$ cat src/dsa_pkg.sv
package dsa_pkg;

   // ----------------------------------------------------------------
   // Register map (byte addresses, one aligned word each)
   // ----------------------------------------------------------------
   localparam logic [7:0] DSA_OFF_CTRL = 8'h00;
   localparam logic [7:0] DSA_OFF_MAR  = 8'h04;
   localparam logic [7:0] DSA_OFF_IO_ADDRESS_REG = 8'h08;
   localparam logic [7:0] DSA_OFF_TCNT = 8'h0c;
   localparam logic [7:0] DSA_OFF_MARB = 8'h10;
   localparam logic [7:0] DSA_OFF_BCNT = 8'h14;
   localparam logic [7:0] DSA_OFF_STAT = 8'h18;

   // ----------------------------------------------------------------
   // Reset values and fixed values
   // ----------------------------------------------------------------
   localparam logic [15:0] DSA_CTRL_RST = 16'h0000;
   localparam logic [23:0] DSA_ADDR_RST = 24'h000000;
   localparam logic [15:0] DSA_CNT_RST  = 16'h0000;
   localparam logic [7:0]  DSA_IO_HIGH  = 8'hff;
   localparam logic [23:0] DSA_STEP_B   = 24'h000001;
   localparam logic [23:0] DSA_STEP_W   = 24'h000002;
   localparam logic [15:0] DSA_CNT_ONE  = 16'h0001;
   localparam logic [7:0]  DSA_LOW_ONE  = 8'h01;

   // ----------------------------------------------------------------
   // Types
   // ----------------------------------------------------------------
   typedef enum logic [2:0] {
      SRC_TMR0 = 3'b000,
      SRC_TMR1 = 3'b001,
      SRC_TMR2 = 3'b010,
      SRC_TXC  = 3'b011,
      SRC_RXC  = 3'b100,
      SRC_EXT  = 3'b101,
      SRC_AUTO = 3'b110,
      SRC_NONE = 3'b111
   } dsa_src_type;

   typedef enum logic [1:0] {
      ST_IDLE = 2'b00,
      ST_XFER = 2'b01
   } dsa_state_type;

   typedef struct packed {
      logic        blk_dst;
      logic        marb_fix;
      logic        marb_dec;
      logic        single;
      dsa_src_type src;
      logic        burst;
      logic        blke;
      logic        fae;
      logic        dec;
      logic        word;
      logic        dir;
      logic        repeat_enable_bit;
      logic        transfer_end_irq_enable;
      logic        channel_transfer_enable;
   } dsa_ctrl_type;

   typedef struct packed {
      logic [23:0] src;
      logic [23:0] dst;
      logic        word;
      logic        single;
   } dsa_xfer_type;

   typedef struct packed {
      logic       wr_en;
      logic [7:0] addr;
   } dsa_acc_type;

   // ----------------------------------------------------------------
   // Address step by one byte or one word
   // ----------------------------------------------------------------
   function automatic logic [23:0] dsa_step(input logic [23:0] a, input logic word,
                                            input logic dec);
      logic [23:0] d;
      d = word ? DSA_STEP_W : DSA_STEP_B;
      return dec ? a - d : a + d;
   endfunction

endpackage

$ cat src/dsa_channel.sv
// Behaviour
// - Short-address channel with repeat cleared runs sequential mode.
// - Repeat and end-interrupt enable both set select idle mode.
// - Sequential mode steps memory address by 1 or 2, up or down.
// - Memory address register holds a full 24-bit address.
// - I/O address is 16 bits, upper byte all ones, never stepped.
// - Direction 0: memory is source; direction 1: memory is destination.
// - 16-bit counter decrements per transfer; at zero enable clears, stop.
// - Count end with interrupt enable set raises an interrupt request.
// - Counter loaded with zero means 65,536 transfers.
// - Idle mode leaves the memory address unchanged.
// - Idle mode moves exactly one unit per request until count ends.
// - Activation from external, serial done and timer 0..2 requests.
// - External request is selectable only on channel B.
// - Single address operation only on channel B.
// - Repeat mode reloads address and count, continues, no interrupt.
// - Auto-request normal mode starts on setup, runs to count end.
// - Cycle steal releases the bus after every single transfer.
// - Burst holds the bus until all transfers finish.
// - Auto-request selects burst or cycle steal.
// - Full-address modes use two full 24-bit addresses.
// - Block mode moves one block per request, restores one address.
//
// The AHB-Lite slave port and the address map were chosen for this implementation.
module dsa_channel
   import dsa_pkg::*;
#(
   parameter bit IS_CHAN_B = 1'b1
) (
   input  wire logic        i_sys_clk,   // System clock, 50 MHz
   input  wire logic        i_rstn,      // Synchronous reset, active low
   input  wire logic        i_hsel,      // AHB slave select
   input  wire logic [31:0] i_haddr,     // AHB address
   input  wire logic [1:0]  i_htrans,    // AHB transfer type
   input  wire logic        i_hwrite,    // AHB write
   input  wire logic [2:0]  i_hsize,     // AHB size, word only
   input  wire logic [31:0] i_hwdata,    // AHB write data
   input  wire logic        i_hready,    // AHB ready
   output logic             o_hreadyout, // AHB slave ready
   output logic             o_hresp,     // AHB response
   output logic [31:0]      o_hrdata,    // AHB read data
   input  wire logic [2:0]  i_tmr_req,   // Timer activation requests
   input  wire logic        i_txc_req,   // Serial transmit complete
   input  wire logic        i_rxc_req,   // Serial receive complete
   input  wire logic        i_ext_req,   // External request
   output dsa_xfer_type     o_xfer,      // Current transfer description
   output logic             o_xfer_req,  // Transfer request, held to done
   input  wire logic        i_xfer_done, // Transfer finished
   output logic             o_bus_req,   // Bus ownership request
   output logic             o_end_irq    // Transfer end interrupt pulse
);

   dsa_acc_type   acc;
   logic          rd_take;
   logic          trig;
   logic          hreadyout_w;
   logic          hresp_w;
   dsa_ctrl_type  ctrl_reg, ctrl_next, ctrl_wr;
   logic [23:0]   mar_reg, mar_next, mar_base_reg, mar_base_next;
   logic [23:0]   marb_reg, marb_next, marb_base_reg, marb_base_next;
   logic [15:0]   io_address_reg_reg, io_address_reg_next;
   logic [15:0]   tcnt_reg, tcnt_next;
   logic [15:0]   bcnt_reg, bcnt_next;
   logic          pend_reg, pend_next;
   logic          inblk_reg, inblk_next;
   dsa_state_type state_reg, state_next;
   dsa_xfer_type  xfer_reg, xfer_next;
   logic          xreq_reg, xreq_next;
   logic          breq_reg, breq_next;
   logic          irq_reg, irq_next;
   logic [31:0]   rdata_reg, rdata_next;
   logic          m_seq, m_idle, m_rpt, m_blk, is_auto, go, last, wrap, fin;
   logic [23:0]   io_full;

   dsa_ahb_regif u_regif (
      .i_sys_clk   (i_sys_clk),
      .i_rstn      (i_rstn),
      .i_hsel      (i_hsel),
      .i_haddr     (i_haddr),
      .i_htrans    (i_htrans),
      .i_hwrite    (i_hwrite),
      .i_hready    (i_hready),
      .o_hreadyout (hreadyout_w),
      .o_hresp     (hresp_w),
      .o_rd_take   (rd_take),
      .o_acc       (acc)
   );

   dsa_req_sel #(.IS_CHAN_B(IS_CHAN_B)) u_req (
      .i_sys_clk (i_sys_clk),
      .i_rstn    (i_rstn),
      .i_tmr_req (i_tmr_req),
      .i_txc_req (i_txc_req),
      .i_rxc_req (i_rxc_req),
      .i_ext_req (i_ext_req),
      .i_src     (ctrl_reg.src),
      .o_trig    (trig)
   );

   // ----------------------------------------------------------------
   // Mode decode
   // ----------------------------------------------------------------
   always_comb begin
      m_seq   = ~ctrl_reg.fae & ~ctrl_reg.repeat_enable_bit;
      m_idle  = ~ctrl_reg.fae & ctrl_reg.repeat_enable_bit & ctrl_reg.transfer_end_irq_enable;
      m_rpt   = ~ctrl_reg.fae & ctrl_reg.repeat_enable_bit & ~ctrl_reg.transfer_end_irq_enable;
      m_blk   = ctrl_reg.fae & ctrl_reg.blke;
      is_auto = ctrl_reg.fae & ~ctrl_reg.blke & (ctrl_reg.src == SRC_AUTO);
      io_full = {DSA_IO_HIGH, io_address_reg_reg};
      last    = (tcnt_reg == DSA_CNT_ONE);
      wrap    = (tcnt_reg[7:0] == DSA_LOW_ONE);
      go      = ctrl_reg.channel_transfer_enable & (pend_reg | is_auto | inblk_reg);
   end

   // ----------------------------------------------------------------
   // Software write image of the control register
   // ----------------------------------------------------------------
   always_comb begin
      ctrl_wr = dsa_ctrl_type'(i_hwdata[15:0]);
      ctrl_wr.single = i_hwdata[12] & IS_CHAN_B;
   end

   // ----------------------------------------------------------------
   // Channel state: registers, counters and transfer sequencing
   // ----------------------------------------------------------------
   always_comb begin
      ctrl_next      = ctrl_reg;
      mar_next       = mar_reg;
      mar_base_next  = mar_base_reg;
      marb_next      = marb_reg;
      marb_base_next = marb_base_reg;
      io_address_reg_next      = io_address_reg_reg;
      tcnt_next      = tcnt_reg;
      bcnt_next      = bcnt_reg;
      pend_next      = pend_reg;
      inblk_next     = inblk_reg;
      state_next     = state_reg;
      xfer_next      = xfer_reg;
      xreq_next      = xreq_reg;
      breq_next      = breq_reg;
      irq_next       = 1'b0;
      fin            = 1'b0;
      case (state_reg)
         ST_IDLE: begin
            if (go) begin
               if (ctrl_reg.fae) begin
                  xfer_next.src = mar_reg;
                  xfer_next.dst = marb_reg;
               end else if (ctrl_reg.dir) begin
                  xfer_next.src = io_full;
                  xfer_next.dst = mar_reg;
               end else begin
                  xfer_next.src = mar_reg;
                  xfer_next.dst = io_full;
               end
               xfer_next.word   = ctrl_reg.word;
               xfer_next.single = ctrl_reg.single;
               xreq_next        = 1'b1;
               breq_next        = 1'b1;
               if (!inblk_reg) begin
                  pend_next = 1'b0;
               end
               state_next = ST_XFER;
            end else begin
               breq_next = 1'b0;
            end
         end
         ST_XFER: begin
            if (i_xfer_done) begin
               xreq_next  = 1'b0;
               state_next = ST_IDLE;
               if (!m_idle) begin
                  mar_next = dsa_step(mar_reg, ctrl_reg.word, ctrl_reg.dec);
               end
               if (ctrl_reg.fae && !ctrl_reg.marb_fix) begin
                  marb_next = dsa_step(marb_reg, ctrl_reg.word, ctrl_reg.marb_dec);
               end
               if (m_rpt) begin
                  if (wrap) begin
                     tcnt_next[7:0] = tcnt_reg[15:8];
                     mar_next       = mar_base_reg;
                  end else begin
                     tcnt_next[7:0] = tcnt_reg[7:0] - DSA_LOW_ONE;
                  end
               end else if (m_blk) begin
                  if (wrap) begin
                     tcnt_next[7:0] = tcnt_reg[15:8];
                     inblk_next     = 1'b0;
                     bcnt_next      = bcnt_reg - DSA_CNT_ONE;
                     fin            = (bcnt_reg == DSA_CNT_ONE);
                     if (ctrl_reg.blk_dst) begin
                        marb_next = marb_base_reg;
                     end else begin
                        mar_next = mar_base_reg;
                     end
                  end else begin
                     tcnt_next[7:0] = tcnt_reg[7:0] - DSA_LOW_ONE;
                     inblk_next     = 1'b1;
                  end
               end else begin
                  tcnt_next = tcnt_reg - DSA_CNT_ONE;
                  fin       = last;
               end
               if (fin) begin
                  ctrl_next.channel_transfer_enable = 1'b0;
                  irq_next      = ctrl_reg.transfer_end_irq_enable;
                  inblk_next    = 1'b0;
               end
               breq_next = is_auto & ctrl_reg.burst & ~fin;
            end
         end
         default: begin
            state_next = ST_IDLE;
            xreq_next  = 1'b0;
            breq_next  = 1'b0;
         end
      endcase
      if (trig) begin
         pend_next = 1'b1;
      end
      if (acc.wr_en) begin
         case (acc.addr)
            DSA_OFF_CTRL: begin
               ctrl_next = ctrl_wr;
               if (!ctrl_wr.channel_transfer_enable) begin
                  inblk_next = 1'b0;
               end
            end
            DSA_OFF_MAR: begin
               mar_next      = i_hwdata[23:0];
               mar_base_next = i_hwdata[23:0];
            end
            DSA_OFF_MARB: begin
               marb_next      = i_hwdata[23:0];
               marb_base_next = i_hwdata[23:0];
            end
            DSA_OFF_IO_ADDRESS_REG: io_address_reg_next = i_hwdata[15:0];
            DSA_OFF_TCNT: tcnt_next = i_hwdata[15:0];
            DSA_OFF_BCNT: bcnt_next = i_hwdata[15:0];
            default: ;
         endcase
      end
   end

   // ----------------------------------------------------------------
   // Read data, captured in the address phase
   // ----------------------------------------------------------------
   always_comb begin
      rdata_next = rdata_reg;
      if (rd_take) begin
         case (i_haddr[7:0])
            DSA_OFF_CTRL: rdata_next = {16'h0000, ctrl_reg};
            DSA_OFF_MAR:  rdata_next = {8'h00, mar_reg};
            DSA_OFF_IO_ADDRESS_REG: rdata_next = {16'h0000, io_address_reg_reg};
            DSA_OFF_TCNT: rdata_next = {16'h0000, tcnt_reg};
            DSA_OFF_MARB: rdata_next = {8'h00, marb_reg};
            DSA_OFF_BCNT: rdata_next = {16'h0000, bcnt_reg};
            DSA_OFF_STAT: rdata_next = {27'h0000000, inblk_reg, pend_reg,
                                        breq_reg, state_reg};
            default:      rdata_next = 32'h00000000;
         endcase
      end
   end

   always_ff @(posedge i_sys_clk) begin
      if (!i_rstn) begin
         ctrl_reg      <= dsa_ctrl_type'(DSA_CTRL_RST);
         mar_reg       <= DSA_ADDR_RST;
         mar_base_reg  <= DSA_ADDR_RST;
         marb_reg      <= DSA_ADDR_RST;
         marb_base_reg <= DSA_ADDR_RST;
         io_address_reg_reg      <= DSA_CNT_RST;
         tcnt_reg      <= DSA_CNT_RST;
         bcnt_reg      <= DSA_CNT_RST;
         pend_reg      <= 1'b0;
         inblk_reg     <= 1'b0;
         state_reg     <= ST_IDLE;
         xfer_reg      <= '0;
         xreq_reg      <= 1'b0;
         breq_reg      <= 1'b0;
         irq_reg       <= 1'b0;
         rdata_reg     <= 32'h00000000;
      end else begin
         ctrl_reg      <= ctrl_next;
         mar_reg       <= mar_next;
         mar_base_reg  <= mar_base_next;
         marb_reg      <= marb_next;
         marb_base_reg <= marb_base_next;
         io_address_reg_reg      <= io_address_reg_next;
         tcnt_reg      <= tcnt_next;
         bcnt_reg      <= bcnt_next;
         pend_reg      <= pend_next;
         inblk_reg     <= inblk_next;
         state_reg     <= state_next;
         xfer_reg      <= xfer_next;
         xreq_reg      <= xreq_next;
         breq_reg      <= breq_next;
         irq_reg       <= irq_next;
         rdata_reg     <= rdata_next;
      end
   end

   assign o_hreadyout = hreadyout_w;
   assign o_hresp     = hresp_w;
   assign o_hrdata    = rdata_reg;
   assign o_xfer      = xfer_reg;
   assign o_xfer_req  = xreq_reg;
   assign o_bus_req   = breq_reg;
   assign o_end_irq   = irq_reg;

   logic done_now;
   assign done_now = (state_reg == ST_XFER) & i_xfer_done & ~acc.wr_en;
endmodule

$ cat src/dsa_ahb_regif.sv
module dsa_ahb_regif
   import dsa_pkg::*;
(
   input  wire logic        i_sys_clk,   // System clock
   input  wire logic        i_rstn,      // Synchronous reset, active low
   input  wire logic        i_hsel,      // Slave select
   input  wire logic [31:0] i_haddr,     // Address
   input  wire logic [1:0]  i_htrans,    // Transfer type
   input  wire logic        i_hwrite,    // Write not read
   input  wire logic        i_hready,    // Bus ready
   output logic             o_hreadyout, // Slave ready
   output logic             o_hresp,     // Response, always OKAY
   output logic             o_rd_take,   // Read address phase taken now
   output dsa_acc_type      o_acc        // Write data phase strobe and offset
);

   logic        take;
   dsa_acc_type acc_reg;
   dsa_acc_type acc_next;
   logic        rdy_reg;

   // ----------------------------------------------------------------
   // Address phase capture
   // ----------------------------------------------------------------
   always_comb begin
      take           = i_hsel & i_hready & i_htrans[1];
      acc_next.wr_en = take & i_hwrite;
      acc_next.addr  = take ? i_haddr[7:0] : acc_reg.addr;
   end

   always_ff @(posedge i_sys_clk) begin
      if (!i_rstn) begin
         acc_reg <= '0;
         rdy_reg <= 1'b0;
      end else begin
         acc_reg <= acc_next;
         rdy_reg <= 1'b1;
      end
   end

   assign o_rd_take   = take & ~i_hwrite;
   assign o_acc       = acc_reg;
   assign o_hreadyout = rdy_reg;
   assign o_hresp     = 1'b0;

endmodule

$ cat src/dsa_req_sel.sv
module dsa_req_sel
   import dsa_pkg::*;
#(
   parameter bit IS_CHAN_B = 1'b1
) (
   input  wire logic        i_sys_clk,  // System clock
   input  wire logic        i_rstn,     // Synchronous reset, active low
   input  wire logic [2:0]  i_tmr_req,  // Timer 0..2 compare/capture A
   input  wire logic        i_txc_req,  // Serial transmit complete
   input  wire logic        i_rxc_req,  // Serial receive complete
   input  wire logic        i_ext_req,  // External request
   input  dsa_src_type      i_src,      // Selected source
   output logic             o_trig      // One-cycle activation pulse
);

   logic lvl;
   logic prev_reg;

   always_comb begin
      case (i_src)
         SRC_TMR0: lvl = i_tmr_req[0];
         SRC_TMR1: lvl = i_tmr_req[1];
         SRC_TMR2: lvl = i_tmr_req[2];
         SRC_TXC:  lvl = i_txc_req;
         SRC_RXC:  lvl = i_rxc_req;
         SRC_EXT:  lvl = IS_CHAN_B & i_ext_req;
         default:  lvl = 1'b0;
      endcase
   end

   always_ff @(posedge i_sys_clk) begin
      if (!i_rstn) begin
         prev_reg <= 1'b0;
      end else begin
         prev_reg <= lvl;
      end
   end

   assign o_trig = lvl & ~prev_reg;

endmodule

$ cat config.mk
export PLATFORM = sky130hd
export DESIGN_NAME = dsa_channel
export DESIGN_NICKNAME = d
export VERILOG_FILES = /design/src/dsa_pkg.sv /design/src/dsa_channel.sv /design/src/dsa_ahb_regif.sv /design/src/dsa_req_sel.sv
export SDC_FILE = /design/constraint.sdc
export NUM_CORES = 1
export LEC_CHECK = 0
export ABC_AREA = 1
export BUFFER_PORTS_ARGS = -buffer_cell sky130_fd_sc_hd__buf_2
export CORE_MARGIN = 10
export CORE_UTILIZATION = 50
export DETAILED_ROUTE_END_ITERATION = 8
export PLACE_DENSITY_LB_ADDON = 0.2
export SETUP_SLACK_MARGIN = 0.1
export SYNTH_ARGS = -nofsm -noshare
export SYNTH_HDL_FRONTEND = slang
export SYNTH_SLANG_ARGS = --single-unit
$ cat constraint.sdc
create_clock -name i_sys_clk -period 2.7 [get_ports i_sys_clk]
set_input_delay 0.27 -clock i_sys_clk [delete_from_list [all_inputs] [get_ports i_sys_clk]]
set_output_delay 0.27 -clock i_sys_clk [all_outputs]
set_load 0.1 [all_outputs]
==> results.toml <==
[min_path]
holdPathStages = 3
hold_end = "u_regif.o_acc[5]"
hold_path_class = "in -> reg"
hp-start = "i_haddr[5]"

[finish]
fin_cells = 3025
drive_gt1_share_pct = 10.45
largest_register_ffs = 50
layout_commonest_cell = "nand2_1"
final_cell_mix = "nand2_1 (720), inv_1 (317), a21oi_1 (273), dfxtp_1 (250), o21ai_0 (182)"
diodes = 0
syn2layout_area_growth_pct = 12.54
nets = 2739

[logic_synthesis]
yosys_register_bits = 250
synth_area_um2 = 15860
synth_edf_count = 0
ys.flop_type = "dfxtp_1"
yosys_warnings = 0
ys_seq_area_share_pct = 31.55
synth-async-reset-ratio_pct = 0
synth_cell_types = 53
syn_avg_cell_area_um2 = 6.307
netlist_instances = 2515

[grt]
grtUsageTotal_pct = 30.39
grt_pass1_wl_um = 93370
overflow = 0
grt_max_degree = 93
grt_pass1_vias = 16000
grt_antenna_before_repair = 0

[clocking]
clk_path_buf_depth = 3
cts_made_buffers = 29
clk-insertion-delay-late_ns = 0.57
clock_sinks = 250
cts_tree = "yes"
cts.root.buffer_cell = "clkbuf_16"
htreeDepth = 1
path_clk_slew_ns = 0.06

[timing]
fin_setup_tns_ns = 0
skew_ns = 0.03211
layout_min_cycle_time_ns = 2.404
period_share_pct = 89.05
slew_headroom_pct = 36.69
hold_slack_ns = 0.02043
setup_viol = 0
fin_ws_ns = 0.2958
slew_violations = 0
max_clock_freq_mhz = 415.9
rsz0062_at_grt = "no"
hold_viol = 0
worstMarginPinSlew_ns = 0.9486

[detailed_routing]
avgViaCountPerCell = 5.783
dr.pass1.iters = 5
wire_per_inst_um = 20.30
vias = 17490
postRouteAntennaNets = 0
routed_wl_um = 61410
drc = 0
first_iter_violations = 1947

[setup_path]
slowest_stage = "fa_1"
crit_type = "reg -> reg"
cp_top_family = "simple AND/OR/NAND/NOR gates"
reg2reg_depth = 18
worstSetupStartpointType = "flop"
crit_top_cell = "nand2_1"
arrival_ns = 2.84
cpPeakStageDelay_ns = 0.40
reg2reg_from = "ctrl_reg[4]"
worst-path-max-fanout = 6
path_cells = "inv_2 -> ha_2 -> inv_1 -> fa_1 -> nand2_1 -> nand2_1 -> nand3b_1 -> nand2_2 -> nand2_2 -> nand2_1 -> nand2_1 -> nand2_1 -> nand2_1 -> nand3_1 -> nand2_1 -> nand2_1 -> nand2_1 -> a21oi_1"
crit_buf_inv = 2
crit_required_ns = 3.14
cp-end-kind = "flop"
worst_r2r_endpoint = "mar_reg[16]"
r2r_setup_slack_ns = 0.30

[floorplanning]
dieHeight_um = 198.1
io_pins = 168
dieArea_um2 = 39250
placementRows = 65
dieWidth_um = 198.1
fp.coreArea_um2 = 31390
initial_core_util_pct = 50.53

[run]
maxCapViolations = 0

[placement]
dp_cells = 2973
port_buffers = 122
pre_cts_ws_ns = 0.2195
gp_congestion = 0.9883
hpwl_um = 45600

[power]
leakagePower_nw = 8.182
pwr_density_cell_nw_per_um2 = 455.6
ir_drop_v = 0.0004080

[run_status]
outcome = "complete, no violations"
area by class of cell:
cell class,instances,area (µm²)
inverters,339,1277
multi-input cells,1812,9081
fillers,3185,13540
clock buffers,36,792.0
clock inverters,12,122.6
repair buffers,174,1071
flip-flops and latches,250,5005
well taps,402,503.0
per-layer routing:
layer	vias to the layer above	GRT usage, %	part of all wire [%]
li1	8441	-	-
met1	8052	41.55	43
met2	860	46.31	43
met3	141	6.094	10
met4	0	10.96	3.8
met5	-	0	0
Yosys cell counts, drive strengths merged (14+ instances only):
cell type | instances | area (µm²)
nand4 | 23 | 143.9
nand3 | 108 | 558.0
o21ai | 211 | 1067
buf | 37 | 230.2
nor3 | 25 | 141.4
nor2 | 146 | 589.3
ha | 50 | 625.6
o21bai | 17 | 127.6
clkbuf | 85 | 319.1
inv | 332 | 1249
xor2 | 23 | 201.4
nor4 | 14 | 115.1
dfxtp | 250 | 5005
a21oi | 273 | 1366
a31oi | 41 | 256.5
o211ai | 20 | 150.1
o22ai | 39 | 244.0
a211oi | 17 | 127.6
nand2 | 737 | 2821
stage by stage:
stage          instance area [µm²]  power (mW)  utilization (%)
2_1_floorplan                15890       4.120                -
3_3_place_gp                 16890       4.296            53.79
3_5_place_dp                 16890       4.299            53.79
4_1_cts                      17830       8.136            56.80
5_1_grt                      17850       8.335            56.87
6_report                     17850       8.134            56.87
timing repair:
item | in CTS | in global routing
endpoints found under the setup margin | 0 | 10
endpoints found under the hold margin | 4 | 0
hold buffers | 3 | 0
resized for setup | 0 | 6
buffers inserted | 0 | 1
how the worst max path moves through the flow:
| stage | start | cells after the start | to |
|---|---|---|---|
| after global routing | ctrl_reg[4] | 18 | mar_reg[16] |
| after detailed placement | ctrl_reg[4] | 18 | mar_reg[12] |
| after CTS | ctrl_reg[4] | 18 | mar_reg[12] |
| after global placement | ctrl_reg[4] | 18 | mar_reg[12] |
| after floorplan | ctrl_reg[13] | 16 | marb_reg[12] |
| final | ctrl_reg[4] | 18 | mar_reg[16] |
worst min-delay path: stages:
cell,delay [ns]
buf_2,0.09
o21ai_0,0.07
a21oi_1,0.10
logic make-up after synthesis:
logic type,synth area share (%)
AO/OA/AOI/OAI,22.56
buffers and inverters,11.50
AND/OR/NAND/NOR,28.46
XOR/XNOR,1.712
other,0.02364
flip-flops,31.55
adder cells (fa/ha/maj),4.196
power by group:
part | internal [mW] | switching (mW)
logic | 0.110 | 0.396
clock network | 2.25 | 1.64
registers | 3.71 | 0.0196
total | 6.07 | 2.06
(Power assumes the default switching activity.)
